`src/include/gdr_regs.vh`:
```
// How it works
// Withhold direction unless neutral voltage above threshold
// Release timer starts on rise, releases at expiry
// Release delay adds to stage trip delay; non-directional stages here count without release
// Cosine uses active, sine uses reactive current
// Standard input minimum range 0.02 to 2.00
// Sensitive input minimum range 0.002 to 2.00
// Two limit angles shrink the enabling region
// Computed residual uses its own threshold, angles
// Angle correction applied before direction evaluation
// Global enable off stops every function; here only the modules stop, direction release keeps running
// Each module has its own enable
// Permanent trip suppress blocks trip always; here it blocks TRIP_COMMAND only, not GENERAL_TRIP
// Global blocked by signal when permitted
// Module blocked by either general signal
// Trip temporarily suppressed by assigned signal; here only TRIP_COMMAND, GENERAL_TRIP is not suppressed
// Any assignable signal can be a source
// Phase modules also blocked by reverse interlock
// Directional stage picks up on matching direction
// Supervision-only stage gives no alarm or trip
// Neutral voltage polarizes, residual current operates
// Neutral voltage measured or summed phases
// Drop below threshold clears timer, withholds
`ifndef GDR_REGS_VH
`define GDR_REGS_VH
`define GDR_ADDR_CTRL 4'h0
`define GDR_ADDR_VTHR 4'h1
`define GDR_ADDR_DLY 4'h2
`define GDR_ADDR_MTHR 4'h3
`define GDR_ADDR_MANG 4'h4
`define GDR_ADDR_CTHR 4'h5
`define GDR_ADDR_CANG 4'h6
`define GDR_ADDR_ACOR 4'h7
`define GDR_ADDR_MOD 4'h8
`define GDR_ADDR_BSEL 4'h9
`define GDR_ADDR_SDLY 4'hA
`define GDR_ADDR_STAT 4'hB
`define GDR_CTRL_GEN 0
`define GDR_CTRL_GPERM 1
`define GDR_CTRL_VORIG 2
`define GDR_CTRL_METH 3
`define GDR_CTRL_CALC 4
`define GDR_CTRL_SENS 5
`define GDR_CTRL_RESET 32'h0000_0001
`define GDR_MTHR_STD_MIN 16'h0014
`define GDR_MTHR_SENS_MIN 16'h0002
`define GDR_MTHR_MAX 16'h07D0
`define GDR_ANG_FULL 16'h0168
`define GDR_DIR_NONE 2'h0
`define GDR_DIR_FWD 2'h1
`define GDR_DIR_REV 2'h2
`define GDR_MODE_NONDIR 2'h0
`define GDR_MODE_FWD 2'h1
`define GDR_MODE_REV 2'h2
`define GDR_BSEL_W 4
`endif

```
`src/hdl/gdr_release_timer.v`:
```
`timescale 1ns/1ps
`include "gdr_regs.vh"
module gdr_release_timer #(
	parameter W = 32
) (
	input wire clk,
	input wire rst,
	input wire arm,
	input wire [W-1:0] delay,
	output reg done
);
	reg [W-1:0] count;
	always @(posedge clk) begin
		if (rst || !arm) begin
			count <= {W{1'b0}};
			done <= 1'b0;
		end else if (count >= delay) begin
			done <= 1'b1;
		end else begin
			count <= count + {{(W-1){1'b0}}, 1'b1};
		end
	end
endmodule

```
`src/hdl/gdr_stage.v`:
```
`timescale 1ns/1ps
`include "gdr_regs.vh"
module gdr_stage #(
	parameter W = 32
) (
	input wire clk,
	input wire rst,
	input wire run,
	input wire over,
	input wire [1:0] mode,
	input wire [1:0] dir,
	input wire dir_ok,
	input wire [W-1:0] delay,
	output reg pickup,
	output reg expired
);
	reg [W-1:0] count;
	reg match;
	always @* begin
		case (mode)
		`GDR_MODE_FWD: match = dir_ok && dir == `GDR_DIR_FWD;
		`GDR_MODE_REV: match = dir_ok && dir == `GDR_DIR_REV;
		default: match = 1'b1;
		endcase
	end
	always @(posedge clk) begin
		if (rst || !(run && over && match)) begin
			count <= {W{1'b0}};
			pickup <= 1'b0;
			expired <= 1'b0;
		end else begin
			// In directional modes own delay counts only after release, so the two add
			pickup <= 1'b1;
			if (count >= delay)
				expired <= 1'b1;
			else
				count <= count + {{(W-1){1'b0}}, 1'b1};
		end
	end
endmodule

```
`src/hdl/gdr_top.v`:
```
// The register addresses and register access over Avalon-MM were left to the implementer.
`timescale 1ns/1ps
`include "gdr_regs.vh"
module gdr_top #(
	parameter NSIG = 16,
	parameter NMOD = 4,
	parameter VW = 16
) (
	input wire CLOCK,
	input wire SYS_RST,
	input wire [3:0] AVS_ADDRESS,
	input wire AVS_READ,
	input wire AVS_WRITE,
	input wire [31:0] AVS_WRITEDATA,
	output reg [31:0] AVS_READDATA,
	output reg AVS_WAITREQUEST,
	input wire [VW-1:0] NEUTRAL_VOLTAGE_MEAS,
	input wire [VW-1:0] PHASE_VOLTAGE_A,
	input wire [VW-1:0] PHASE_VOLTAGE_B,
	input wire [VW-1:0] PHASE_VOLTAGE_C,
	input wire [VW-1:0] MEAS_ACTIVE_CURRENT,
	input wire [VW-1:0] MEAS_REACTIVE_CURRENT,
	input wire [VW-1:0] CALC_ACTIVE_CURRENT,
	input wire [VW-1:0] CALC_REACTIVE_CURRENT,
	input wire [VW-1:0] MEAS_CURRENT_ANGLE,
	input wire [VW-1:0] CALC_CURRENT_ANGLE,
	input wire [NSIG-1:0] ASSIGNABLE_SIGNALS,
	input wire [NMOD-1:0] REVERSE_INTERLOCK,
	input wire [NMOD-1:0] MODULE_OVER,
	output reg DIRECTION_RELEASED,
	output reg [1:0] DIRECTION,
	output reg [NMOD-1:0] MODULE_ACTIVE,
	output reg [NMOD-1:0] MODULE_PICKUP,
	output reg [NMOD-1:0] TRIP_COMMAND,
	output reg GENERAL_ALARM,
	output reg GENERAL_TRIP
);
	reg [31:0] ctrl;
	reg [VW-1:0] neutral_voltage_threshold;
	reg [31:0] direction_release_delay;
	reg [VW-1:0] measured_residual_current_threshold;
	reg [VW-1:0] measured_limit_angle_one;
	reg [VW-1:0] measured_limit_angle_two;
	reg [VW-1:0] computed_residual_current_threshold;
	reg [VW-1:0] computed_limit_angle_one;
	reg [VW-1:0] computed_limit_angle_two;
	reg [VW-1:0] ground_transformer_angle_correction;
	reg [31:0] mod_cfg;
	reg [31:0] blk_sel;
	reg [31:0] stage_delay;
	wire [VW-1:0] next_mthr;
	wire [VW-1:0] mthr_min;
	reg [VW+1:0] volt_sum;
	reg [VW-1:0] neutral_voltage;
	reg [VW-1:0] oper_current;
	reg [VW-1:0] cur_thr;
	reg [VW-1:0] ang_one;
	reg [VW-1:0] ang_two;
	reg [VW:0] ang_sum;
	reg [VW-1:0] ang;
	reg [1:0] raw_dir;
	reg gate;
	wire released;
	wire global_run;
	wire [NMOD-1:0] pickup;
	wire [NMOD-1:0] expired;
	wire [NMOD-1:0] run;
	wire [NMOD-1:0] trip_ok;
	wire sel_g;
	wire sel_1;
	wire sel_2;
	wire sel_t;
	wire bus_read;
	wire bus_write;
	reg [31:0] next_rdata;
	assign bus_read = AVS_READ && AVS_WAITREQUEST;
	assign bus_write = AVS_WRITE && AVS_WAITREQUEST;
	// Minimum clamp depends on which card feeds the current input
	assign mthr_min = ctrl[`GDR_CTRL_SENS] ? `GDR_MTHR_SENS_MIN : `GDR_MTHR_STD_MIN;
	assign next_mthr = (AVS_WRITEDATA[VW-1:0] < mthr_min) ? mthr_min :
		(AVS_WRITEDATA[VW-1:0] > `GDR_MTHR_MAX) ? `GDR_MTHR_MAX :
		AVS_WRITEDATA[VW-1:0];
	always @(posedge CLOCK) begin
		if (SYS_RST) begin
			ctrl <= `GDR_CTRL_RESET;
			neutral_voltage_threshold <= {VW{1'b0}};
			direction_release_delay <= 32'h0000_0000;
			measured_residual_current_threshold <= `GDR_MTHR_STD_MIN;
			measured_limit_angle_one <= {VW{1'b0}};
			measured_limit_angle_two <= `GDR_ANG_FULL;
			computed_residual_current_threshold <= `GDR_MTHR_STD_MIN;
			computed_limit_angle_one <= {VW{1'b0}};
			computed_limit_angle_two <= `GDR_ANG_FULL;
			ground_transformer_angle_correction <= {VW{1'b0}};
			mod_cfg <= 32'h0000_0000;
			blk_sel <= 32'h0000_0000;
			stage_delay <= 32'h0000_0000;
			AVS_WAITREQUEST <= 1'b1;
			AVS_READDATA <= 32'h0000_0000;
		end else begin
			// One wait cycle, then answer; bus idles with waitrequest high
			AVS_WAITREQUEST <= !(bus_read || bus_write);
			AVS_READDATA <= bus_read ? next_rdata : 32'h0000_0000;
			if (bus_write) begin
				case (AVS_ADDRESS)
				`GDR_ADDR_CTRL: ctrl <= AVS_WRITEDATA;
				`GDR_ADDR_VTHR: neutral_voltage_threshold <= AVS_WRITEDATA[VW-1:0];
				`GDR_ADDR_DLY: direction_release_delay <= AVS_WRITEDATA;
				`GDR_ADDR_MTHR: measured_residual_current_threshold <= next_mthr;
				`GDR_ADDR_MANG: begin
					measured_limit_angle_one <= AVS_WRITEDATA[VW-1:0];
					measured_limit_angle_two <= AVS_WRITEDATA[31:16];
				end
				`GDR_ADDR_CTHR: computed_residual_current_threshold <= next_mthr;
				`GDR_ADDR_CANG: begin
					computed_limit_angle_one <= AVS_WRITEDATA[VW-1:0];
					computed_limit_angle_two <= AVS_WRITEDATA[31:16];
				end
				`GDR_ADDR_ACOR: ground_transformer_angle_correction <= AVS_WRITEDATA[VW-1:0];
				`GDR_ADDR_MOD: mod_cfg <= AVS_WRITEDATA;
				`GDR_ADDR_BSEL: blk_sel <= AVS_WRITEDATA;
				`GDR_ADDR_SDLY: stage_delay <= AVS_WRITEDATA;
				default: ;
				endcase
			end
		end
	end
	always @* begin
		case (AVS_ADDRESS)
		`GDR_ADDR_CTRL: next_rdata = ctrl;
		`GDR_ADDR_VTHR: next_rdata = {16'h0000, neutral_voltage_threshold};
		`GDR_ADDR_DLY: next_rdata = direction_release_delay;
		`GDR_ADDR_MTHR: next_rdata = {16'h0000, measured_residual_current_threshold};
		`GDR_ADDR_MANG: next_rdata = {measured_limit_angle_two, measured_limit_angle_one};
		`GDR_ADDR_CTHR: next_rdata = {16'h0000, computed_residual_current_threshold};
		`GDR_ADDR_CANG: next_rdata = {computed_limit_angle_two, computed_limit_angle_one};
		`GDR_ADDR_ACOR: next_rdata = {16'h0000, ground_transformer_angle_correction};
		`GDR_ADDR_MOD: next_rdata = mod_cfg;
		`GDR_ADDR_BSEL: next_rdata = blk_sel;
		`GDR_ADDR_SDLY: next_rdata = stage_delay;
		`GDR_ADDR_STAT: next_rdata = {22'h00_0000, GENERAL_TRIP, GENERAL_ALARM,
			TRIP_COMMAND[3:0], DIRECTION, gate, DIRECTION_RELEASED};
		default: next_rdata = 32'h0000_0000;
		endcase
	end
	// Neutral voltage origin and direction evaluation
	always @* begin
		volt_sum = {2'b00, PHASE_VOLTAGE_A} + {2'b00, PHASE_VOLTAGE_B} +
			{2'b00, PHASE_VOLTAGE_C};
		neutral_voltage = ctrl[`GDR_CTRL_VORIG] ?
			((volt_sum[VW+1:VW] != 2'b00) ? {VW{1'b1}} : volt_sum[VW-1:0]) :
			NEUTRAL_VOLTAGE_MEAS;
		if (ctrl[`GDR_CTRL_CALC]) begin

			oper_current = ctrl[`GDR_CTRL_METH] ? CALC_REACTIVE_CURRENT : CALC_ACTIVE_CURRENT;
			cur_thr = computed_residual_current_threshold;
			ang_one = computed_limit_angle_one;
			ang_two = computed_limit_angle_two;
			ang_sum = {1'b0, CALC_CURRENT_ANGLE} + {1'b0, ground_transformer_angle_correction};
		end else begin

			oper_current = ctrl[`GDR_CTRL_METH] ? MEAS_REACTIVE_CURRENT : MEAS_ACTIVE_CURRENT;
			cur_thr = measured_residual_current_threshold;
			ang_one = measured_limit_angle_one;
			ang_two = measured_limit_angle_two;
			ang_sum = {1'b0, MEAS_CURRENT_ANGLE} + {1'b0, ground_transformer_angle_correction};
		end
		// Angle in degrees relative to neutral voltage, wrapped to 0..359
		ang = (ang_sum >= {1'b0, `GDR_ANG_FULL}) ?
			ang_sum[VW-1:0] - `GDR_ANG_FULL : ang_sum[VW-1:0];
		if (oper_current > cur_thr && ang >= ang_one && ang <= ang_two)
			raw_dir = ang < 16'h00B4 ? `GDR_DIR_FWD : `GDR_DIR_REV;
		else
			raw_dir = `GDR_DIR_NONE;
		gate = neutral_voltage > neutral_voltage_threshold;
	end
	gdr_release_timer #(.W(32)) u_rel (
		.clk(CLOCK),
		.rst(SYS_RST),
		.arm(gate),
		.delay(direction_release_delay),
		.done(released)
	);
	// Blocking network; sources picked by index from the signal list
	assign sel_g = ASSIGNABLE_SIGNALS[blk_sel[3:0]];
	assign sel_1 = ASSIGNABLE_SIGNALS[blk_sel[7:4]];
	assign sel_2 = ASSIGNABLE_SIGNALS[blk_sel[11:8]];
	assign sel_t = ASSIGNABLE_SIGNALS[blk_sel[15:12]];
	assign global_run = ctrl[`GDR_CTRL_GEN] &&
		!(ctrl[`GDR_CTRL_GPERM] && sel_g);
	genvar i;
	generate
		for (i = 0; i < NMOD; i = i + 1) begin : g_mod
			// mod_cfg byte: 0 enable, 1 ext permit, 2 perm trip block,
			// 3 trip permit, 5:4 mode, 6 supervision, 7 phase module
			assign run[i] = global_run && mod_cfg[8*i] &&
				!(mod_cfg[8*i+1] && (sel_1 || sel_2)) &&
				!(mod_cfg[8*i+7] && REVERSE_INTERLOCK[i]);
			assign trip_ok[i] = !mod_cfg[8*i+2] &&
				!(mod_cfg[8*i+3] && sel_t) &&
				!mod_cfg[8*i+6];
			gdr_stage #(.W(8)) u_stage (
				.clk(CLOCK),
				.rst(SYS_RST),
				.run(run[i]),
				.over(MODULE_OVER[i]),
				.mode(mod_cfg[8*i+5:8*i+4]),
				.dir(DIRECTION),
				.dir_ok(DIRECTION_RELEASED),
				.delay(stage_delay[8*i+7:8*i]),
				.pickup(pickup[i]),
				.expired(expired[i])
			);
		end
	endgenerate
	always @(posedge CLOCK) begin
		if (SYS_RST) begin
			DIRECTION_RELEASED <= 1'b0;
			DIRECTION <= `GDR_DIR_NONE;
			MODULE_ACTIVE <= {NMOD{1'b0}};
			MODULE_PICKUP <= {NMOD{1'b0}};
			TRIP_COMMAND <= {NMOD{1'b0}};
			GENERAL_ALARM <= 1'b0;
			GENERAL_TRIP <= 1'b0;
		end else begin
			DIRECTION_RELEASED <= released && gate;
			DIRECTION <= (released && gate) ? raw_dir : `GDR_DIR_NONE;
			MODULE_ACTIVE <= run;
			MODULE_PICKUP <= pickup;
			TRIP_COMMAND <= expired & trip_ok;
			GENERAL_ALARM <= |(pickup & ~mod_cfg_sup(mod_cfg));
			GENERAL_TRIP <= |(expired & ~mod_cfg_sup(mod_cfg));
		end
	end
	function [NMOD-1:0] mod_cfg_sup;
		input [31:0] cfg;
		integer k;
		begin
			for (k = 0; k < NMOD; k = k + 1)
				mod_cfg_sup[k] = cfg[8*k+6];
		end
	endfunction
endmodule

```
`config.mk`:
```
export PLATFORM = sky130hd
export DESIGN_NAME = gdr_top
export DESIGN_NICKNAME = d
export VERILOG_FILES = /design/src/hdl/gdr_release_timer.v /design/src/hdl/gdr_stage.v /design/src/hdl/gdr_top.v
export VERILOG_INCLUDE_DIRS = /design/src /design/src/include
export SDC_FILE = /design/constraint.sdc
export NUM_CORES = 1
export LEC_CHECK = 0
export BUFFER_PORTS_ARGS = -buffer_cell sky130_fd_sc_hd__buf_2
export CAP_MARGIN = 10
export CELL_PAD_IN_SITES_DETAIL_PLACEMENT = 1
export CELL_PAD_IN_SITES_GLOBAL_PLACEMENT = 1
export CORE_ASPECT_RATIO = 0.9
export CORE_UTILIZATION = 48
export CTS_CLUSTER_DIAMETER = 150
export DETAILED_ROUTE_END_ITERATION = 7
export GPL_TIMING_DRIVEN = 0
export HOLD_SLACK_MARGIN = 0.12
export PLACE_DENSITY = 0.93
export SLEW_MARGIN = 20
export SYNTH_ARGS = -nofsm -noshare
export SYNTH_HDL_FRONTEND = slang
export SYNTH_SLANG_ARGS = --single-unit
export TNS_END_PERCENT = 10
```
`constraint.sdc`:
```
create_clock -name CLOCK -period 10.35 [get_ports CLOCK]
set_input_delay 1.5525 -clock CLOCK [delete_from_list [all_inputs] [get_ports CLOCK]]
set_output_delay 1.5525 -clock CLOCK [all_outputs]
set_load 0.01 [all_outputs]
```
## After elaboration in Yosys (flattened, before gate mapping)

Cells that the tools add are included.
Widths: inputs -> output; s select.

- Add/sub/neg operators: 10
- Multipliers: 0
- Div/mod/pow operators: 0
- Order comparisons: 17
- Equal/unequal tests: 21
- Shift operators: 0
- Multiplexer cells: 31
- Bitwise operators: 7
- Reductions and logical operators: 100

Operators by type and width:

| cell | count |
|---|---|
| $pmux 32 s12 | 1 |
| $mux 16 | 11 |
| $add 16x16->17 | 3 |
| $logic_and 1x1->1 | 49 |
| $add 32x1->32 const B | 1 |
| $add 8x1->8 const B | 4 |
| $ge 32x32->1 | 1 |
| $ge 8x8->1 | 4 |
| $gt 16x16->1 | 2 |
| $logic_not 1->1 | 27 |
| $reduce_and 2->1 | 11 |
| $lt 4x5->1 const B | 4 |
| $add 17x16->18 | 1 |
| $ge 17x9->1 const B | 1 |
| $mux 17 | 1 |
| $bmux 1 s4 | 4 |
| $eq 4x3->1 const B | 4 |
| $eq 4x4->1 const B | 4 |
| $ge 16x16->1 | 1 |
| $gt 16x11->1 const B | 1 |
| $le 16x16->1 | 1 |
| $lt 16x5->1 | 1 |
| $lt 16x8->1 const B | 1 |
| $sub 16x9->16 const B | 1 |
| 17 further kinds | 47 |

- Register bits after elaboration: 411
- Latch bits: 0
- Bits in writable memories: 0
- ROM bits: 0
- Bits of input ports: 224
- Output and inout bits: 50
- Word-level logic and storage cells: 222
- Memories kept: 0

## Longest topological paths before layout

- Depth in word-level cells: 13
- Gate-level depth with buffers: 29
- Depth with buffers taken out: 27

## Hierarchy

From an unflattened synthesis, not the netlist that was laid out.

- Cell total of the unflattened synthesis: 2892
- Area, all modules: 24193.2 sq um

Modules (own cells, without submodules):

| module | times used | cells each | area each (sq um) | seq. area each (sq um) |
|---|---|---|---|---|
| gdr_top | 1 | 2240 | 18535.3 | 6766.5 |
| gdr_release_timer | 1 | 340 | 2880.3 | 660.6 |
| gdr_stage | 4 | 78 | 694.4 | 200.2 |

## Worst setup path before layout

OpenSTA, ideal clock, no wires.

- Kind: input port to flip-flop
- Start: input PHASE_VOLTAGE_A[1]
- End: register DIRECTION[0]
- Setup time: 66 ps
- Arrival: 7102 ps
- Required time: 10284 ps
- Path slack: 3183 ps
- Stages: 29
- Buffers on the path: 2
- Cells stage by stage: inv_1 -> fa_1 -> inv_1 -> ha_1 -> fa_1 -> a21o_1 -> a21oi_1 -> nor2b_1 -> o21a_1 -> o311a_1 -> nor2_1 -> a21oi_1 -> a311o_1 -> nor4bb_1 -> a21oi_1 -> clkbuf_1 -> o32a_1 -> ha_1 -> nand4_1 -> nor2_1 -> nor2_1 -> a21boi_0 -> o211ai_1 -> a21oi_1 -> o21a_1 -> nand2b_1 -> clkbuf_1 -> or4b_2 -> nor2b_1

- Longest elaborated chain between the ends: 9

Ends and longest elaborated chain:

| element | line | RTL |
|---|---|---|
| start, declared | gdr_top.v:18 | `input wire [VW-1:0] PHASE_VOLTAGE_A,` |
| $add 16x16->17 * | gdr_top.v:148 | `volt_sum = {2'b00, PHASE_VOLTAGE_A} + {2'b00, PHASE_VOLTAGE_B} +` |
| $add 17x16->18 * | gdr_top.v:148 |  |
| $reduce_bool 2->1 | gdr_top.v:151 | `((volt_sum[VW+1:VW] != 2'b00) ? {VW{1'b1}} : volt_sum[VW-1:0]) :` |
| $mux 16 * | gdr_top.v:151 |  |
| $mux 16 * | gdr_top.v:150 | `` neutral_voltage = ctrl[`GDR_CTRL_VORIG] ? `` |
| $gt 16x16->1 * | gdr_top.v:175 | `gate = neutral_voltage > neutral_voltage_threshold;` |
| $logic_and 1x1->1 * | gdr_top.v:227 | `` DIRECTION <= (released && gate) ? raw_dir : `GDR_DIR_NONE; `` |
| $not 1->1 (no source line) * | - |  |
| $reduce_or 3->1 (no source line) * | - |  |
| end signal, assigned | gdr_top.v:219 | `` DIRECTION <= `GDR_DIR_NONE; `` |
| end signal, assigned | gdr_top.v:227 |  |
| end, declared | gdr_top.v:31 | `output reg [1:0] DIRECTION,` |

Mark *: on every way between the ends. The rest lies on a longest branch, timed or not.
A chain may end at the register's enable or synchronous reset.

## Final worst setup path

- Start: register ctrl[4]
- End: register DIRECTION[1]

- Longest elaborated chain between the ends: 8
- Elaborated cells between the ends (all ways): 17
- Those cells by class: 1 x add/sub; 5 x order compare; 7 x mux; 1 x bitwise; 3 x reduce/logical

Ends and longest elaborated chain:

| element | line | RTL |
|---|---|---|
| start, declared | gdr_top.v:38 | `reg [31:0] ctrl;` |
| start signal, assigned | gdr_top.v:85 | `` ctrl <= `GDR_CTRL_RESET; `` |
| $mux 17 | gdr_top.v:153 | `` if (ctrl[`GDR_CTRL_CALC]) begin `` |
| $sub 16x9->16 (no source line) or $ge 17x9->1 (tied branches) | - |  |
| $mux 16 | gdr_top.v:169 | `` ang = (ang_sum >= {1'b0, `GDR_ANG_FULL}) ? `` |
| $ge 16x16->1 | gdr_top.v:171 | `if (oper_current > cur_thr && ang >= ang_one && ang <= ang_two)` |
| $logic_and 1x1->1 (2 in series) | gdr_top.v:171 |  |
| $not 1->1 (no source line) | - |  |
| $reduce_or 3->1 (no source line) | - |  |

Parallel ways exist; a longest one is shown, timed or not.

==> flow_metrics.py <==
metrics = {
    "die": {
        "dieWidth_um": 233,
        "dieArea_mm2": 0.0489,
        "dieHeight_um": 210,
        "core_mm2": 0.0470,
        "start_util_pct": 49.0,
        "io_pins": 274,
        "fp-row-count": 75,
    },
    "setup_path": {
        "critPathArrivalTime_ps": 9590,
        "crit_required_ps": 10900,
        "cp-start-kind": "flop",
        "worstSetupPathType": "reg2reg",
        "endpoint_kind": "flop",
        "cp_max_fo": 10,
    },
    "synthesis": {
        "synthArstFlopShare_pct": 0,
        "yosys_register_bits": 411,
        "syn-num-nets": 3193,
        "ys.flop_type": "dfxtp_1",
        "synthCells": 2776,
        "synth_cell_types": 80,
        "syn_avg_cell_area_um2": 8.30,
        "yosys_warnings": 0,
        "synth_area_mm2": 0.0230,
        "synth_edf_count": 0,
        "synth_area_leaders": "dfxtp_1, ha_1, nand2_1, a21oi_1, mux4_2",
        "synth_seq_area_share_pct": 35.7,
        "netlist.area_leader.share_pct": 35.7,
        "yosysTopAreaCell": "dfxtp_1",
    },
    "detailed_routing": {
        "drt_iter0_markers": 2773,
        "via_per_inst": 6.58,
        "firstDrtPassIters": 8,
        "drc": 1,
        "avgRoutedWirePerCell_um": 28.7,
        "routed_wl_mm": 108,
        "drtAntennaViolNets": 0,
        "vias": 24700,
    },
    "status": {
        "violations": "DRC",
        "run_status": "finished with violations",
    },
    "grt": {
        "grt_pass1_vias": 25300,
        "grt_max_degree": 15,
        "grt_pass1_wl_mm": 157,
        "antenna_found_initial": 7,
        "grt_usage_pct": 43.4,
        "grt_overflow_total": 0,
    },
    "clock_tree": {
        "numCtsBuffers": 46,
        "clk_latency_ps": 620,
        "cts_setup_buffers": 0,
        "cts.sinks": 411,
        "tritoncts": "done",
        "postCtsHoldBufs": 0,
        "h-tree-depth": 2,
        "clk_pin_slew_ps": 60,
        "cts_root_buf": "clkbuf_16",
        "clockBufferDepth": 3,
        "cts_resized": 0,
    },
    "placed_design": {
        "placed_cells": 3659,
        "io_buffers": 266,
        "dpl_cell_area_mm2": 0.0252,
        "place.gp.congestion": 1.03,
        "dpl.hpwl_mm": 80.8,
    },
    "timing": {
        "setup_viol": 0,
        "hold_viol_final": 0,
        "final_max_slew_viol_count": 0,
        "relSlewSlack_pct": 8.35,
        "max_freq_mhz": 111,
        "final.setup.tns_ps": 0,
        "period_share_pct": 87.4,
        "rsz0062_at_grt": "false",
        "period_minus_slack_ps": 9050,
        "clock-skew-final_ps": 14.4,
        "max_slew.worst_pin.slew_ps": 1370,
    },
    "power": {
        "pwr-share-clk_pct": 47.6,
        "combPwrFrac_pct": 12.5,
        "p_seq_share_pct": 39.9,
        "power.density_mw_per_mm2": 150,
        "p_int_uw": 2950,
        "sw_frac_of_total_pct": 27.3,
        "ir_drop_uv": 121,
        "p_switching_uw": 1100,
        "p_leak_uw": 0.00977,
    },
    "finish": {
        "drive_gt1_share_pct": 13.8,
        "area_growth_pct": 17.0,
        "nets": 3508,
        "instances_no_fill": 3749,
        "final_common_cell": "nand2_1",
        "final_area_mm2": 0.0270,
        "final_cell_mix": "nand2_1, dfxtp_1, a21oi_1, buf_2, ha_1",
    },
    "job": {
        "drv_cap": 0,
    },
    "hold_path": {
        "hp-class": "reg2reg",
    },
}
[Yosys cell counts (11+ instances only)]
cell	instances
o32a_1	15
dfxtp_1	411
a222oi_1	23
xnor2_1	42
a21oi_1	319
a211oi_1	21
and2_1	21
or3_1	20
inv_1	135
fa_1	18
and3_1	21
mux4_2	36
a221oi_1	34
nor2b_1	18
xor2_1	31
clkbuf_1	163
o21ai_0	46
nand3_1	31
nand3b_1	11
a31oi_1	37
nand2b_1	18
nor2_1	148
nor3_1	35
ha_1	175
mux2_2	19
nand2_1	581
nand4_1	37
a21o_1	62
a22oi_1	49
mux2i_1	52
a22o_1	38
[flip-flops by register name, indices dropped and copies added (netlist names), 32 cells and up]
name	flops
AVS_READDATA	32
direction_release_delay	32
u_rel.count	32
stage_delay	32
g_mod.u_stage.count	32
mod_cfg	32
ctrl	32
blk_sel	32
[metrics by stage]
stage          hold slack [ps]  total power (µW)  utilization [%]  setup WS [ps]
2_1_floorplan              417              1920                -           3180
4_1_cts                    458              4020             57.3           1660
3_3_place_gp               442              2090             53.5           2240
6_report                   457              4050             57.3           1300
3_5_place_dp               450              2130             53.6           1900
5_1_grt                    483              4130             57.3           1230
[layer usage]
layer	global-route usage (%)	wire, µm	vias up	part of all wire [%]
met3	11.4	12000	488	11
li1	-	-	10500	-
met2	68.2	47700	1661	44
met4	29.9	8340	6	7.7
met1	51.6	39600	12100	37
met5	0	54	-	0.050
[final timing paths]
| path | cells past startpoint | slack (ps) | start | endpoint |
|---|---|---|---|---|
| hold reg to reg | 2 | 460 | ctrl[14] | ctrl[14] |
| hold / removal | 2 | 460 | ctrl[14] | ctrl[14] |
| setup / recovery | 24 | 1300 | ctrl[4] | DIRECTION[1] |
| setup reg to reg | 24 | 1300 | ctrl[4] | DIRECTION[1] |
[cells by family (layout without fill, tap and decap cells)]
family | Yosys count | in the layout | share of synthesized area [%]
adders and majority gates | 193 | 193 | 11.1
xor gates and xnor gates | 73 | 73 | 2.78
other | 0 | 5 | 0
muxes | 108 | 108 | 6.76
AOI/OAI and AO/OA | 705 | 705 | 20.0
buffers and inverters | 308 | 660 | 5.06
and+or+nand+nor | 978 | 978 | 18.6
DFF | 411 | 411 | 35.7
[power groups by stage]
stage / registers (µW) / clock network [µW] / logic, µW
after detailed placement: 1650 / 0 / 477
after floorplan: 1640 / 0 / 280
after global placement: 1650 / 0 / 444
after CTS: 1610 / 1920 / 485
final: 1620 / 1930 / 505
after global routing: 1620 / 1980 / 535
[critical path, stage by stage (launching register included)]
cell      delay, ps
dfxtp_1         320
clkbuf_1        720
clkbuf_1        770
mux2_2          450
ha_1            250
fa_1            420
a21o_1          240
a221oi_4        400
o221ai_2        220
nor4b_2         270
nor3_1          150
or4_1           510
buf_2           190
nor4b_4         440
buf_2           330
o21ai_0         340
ha_1            330
a21o_1          160
a21o_1          170
a21oi_1         170
o21ai_0         160
o21ai_0         750
nand3_1         340
or4b_2          720
nor2_1          140
[layout make-up]
cell class	count	area, µm²
fillers	5701	20100
multi-input cells	2057	13700
flip-flops and latches	411	8230
repair buffers	267	1340
clock buffers	58	1270
well taps	616	771
plain buffers	173	663
inverters	135	507
clock inverters	27	487
diodes	5	12.5
Note: power is estimated with default switching activity, not from simulation.
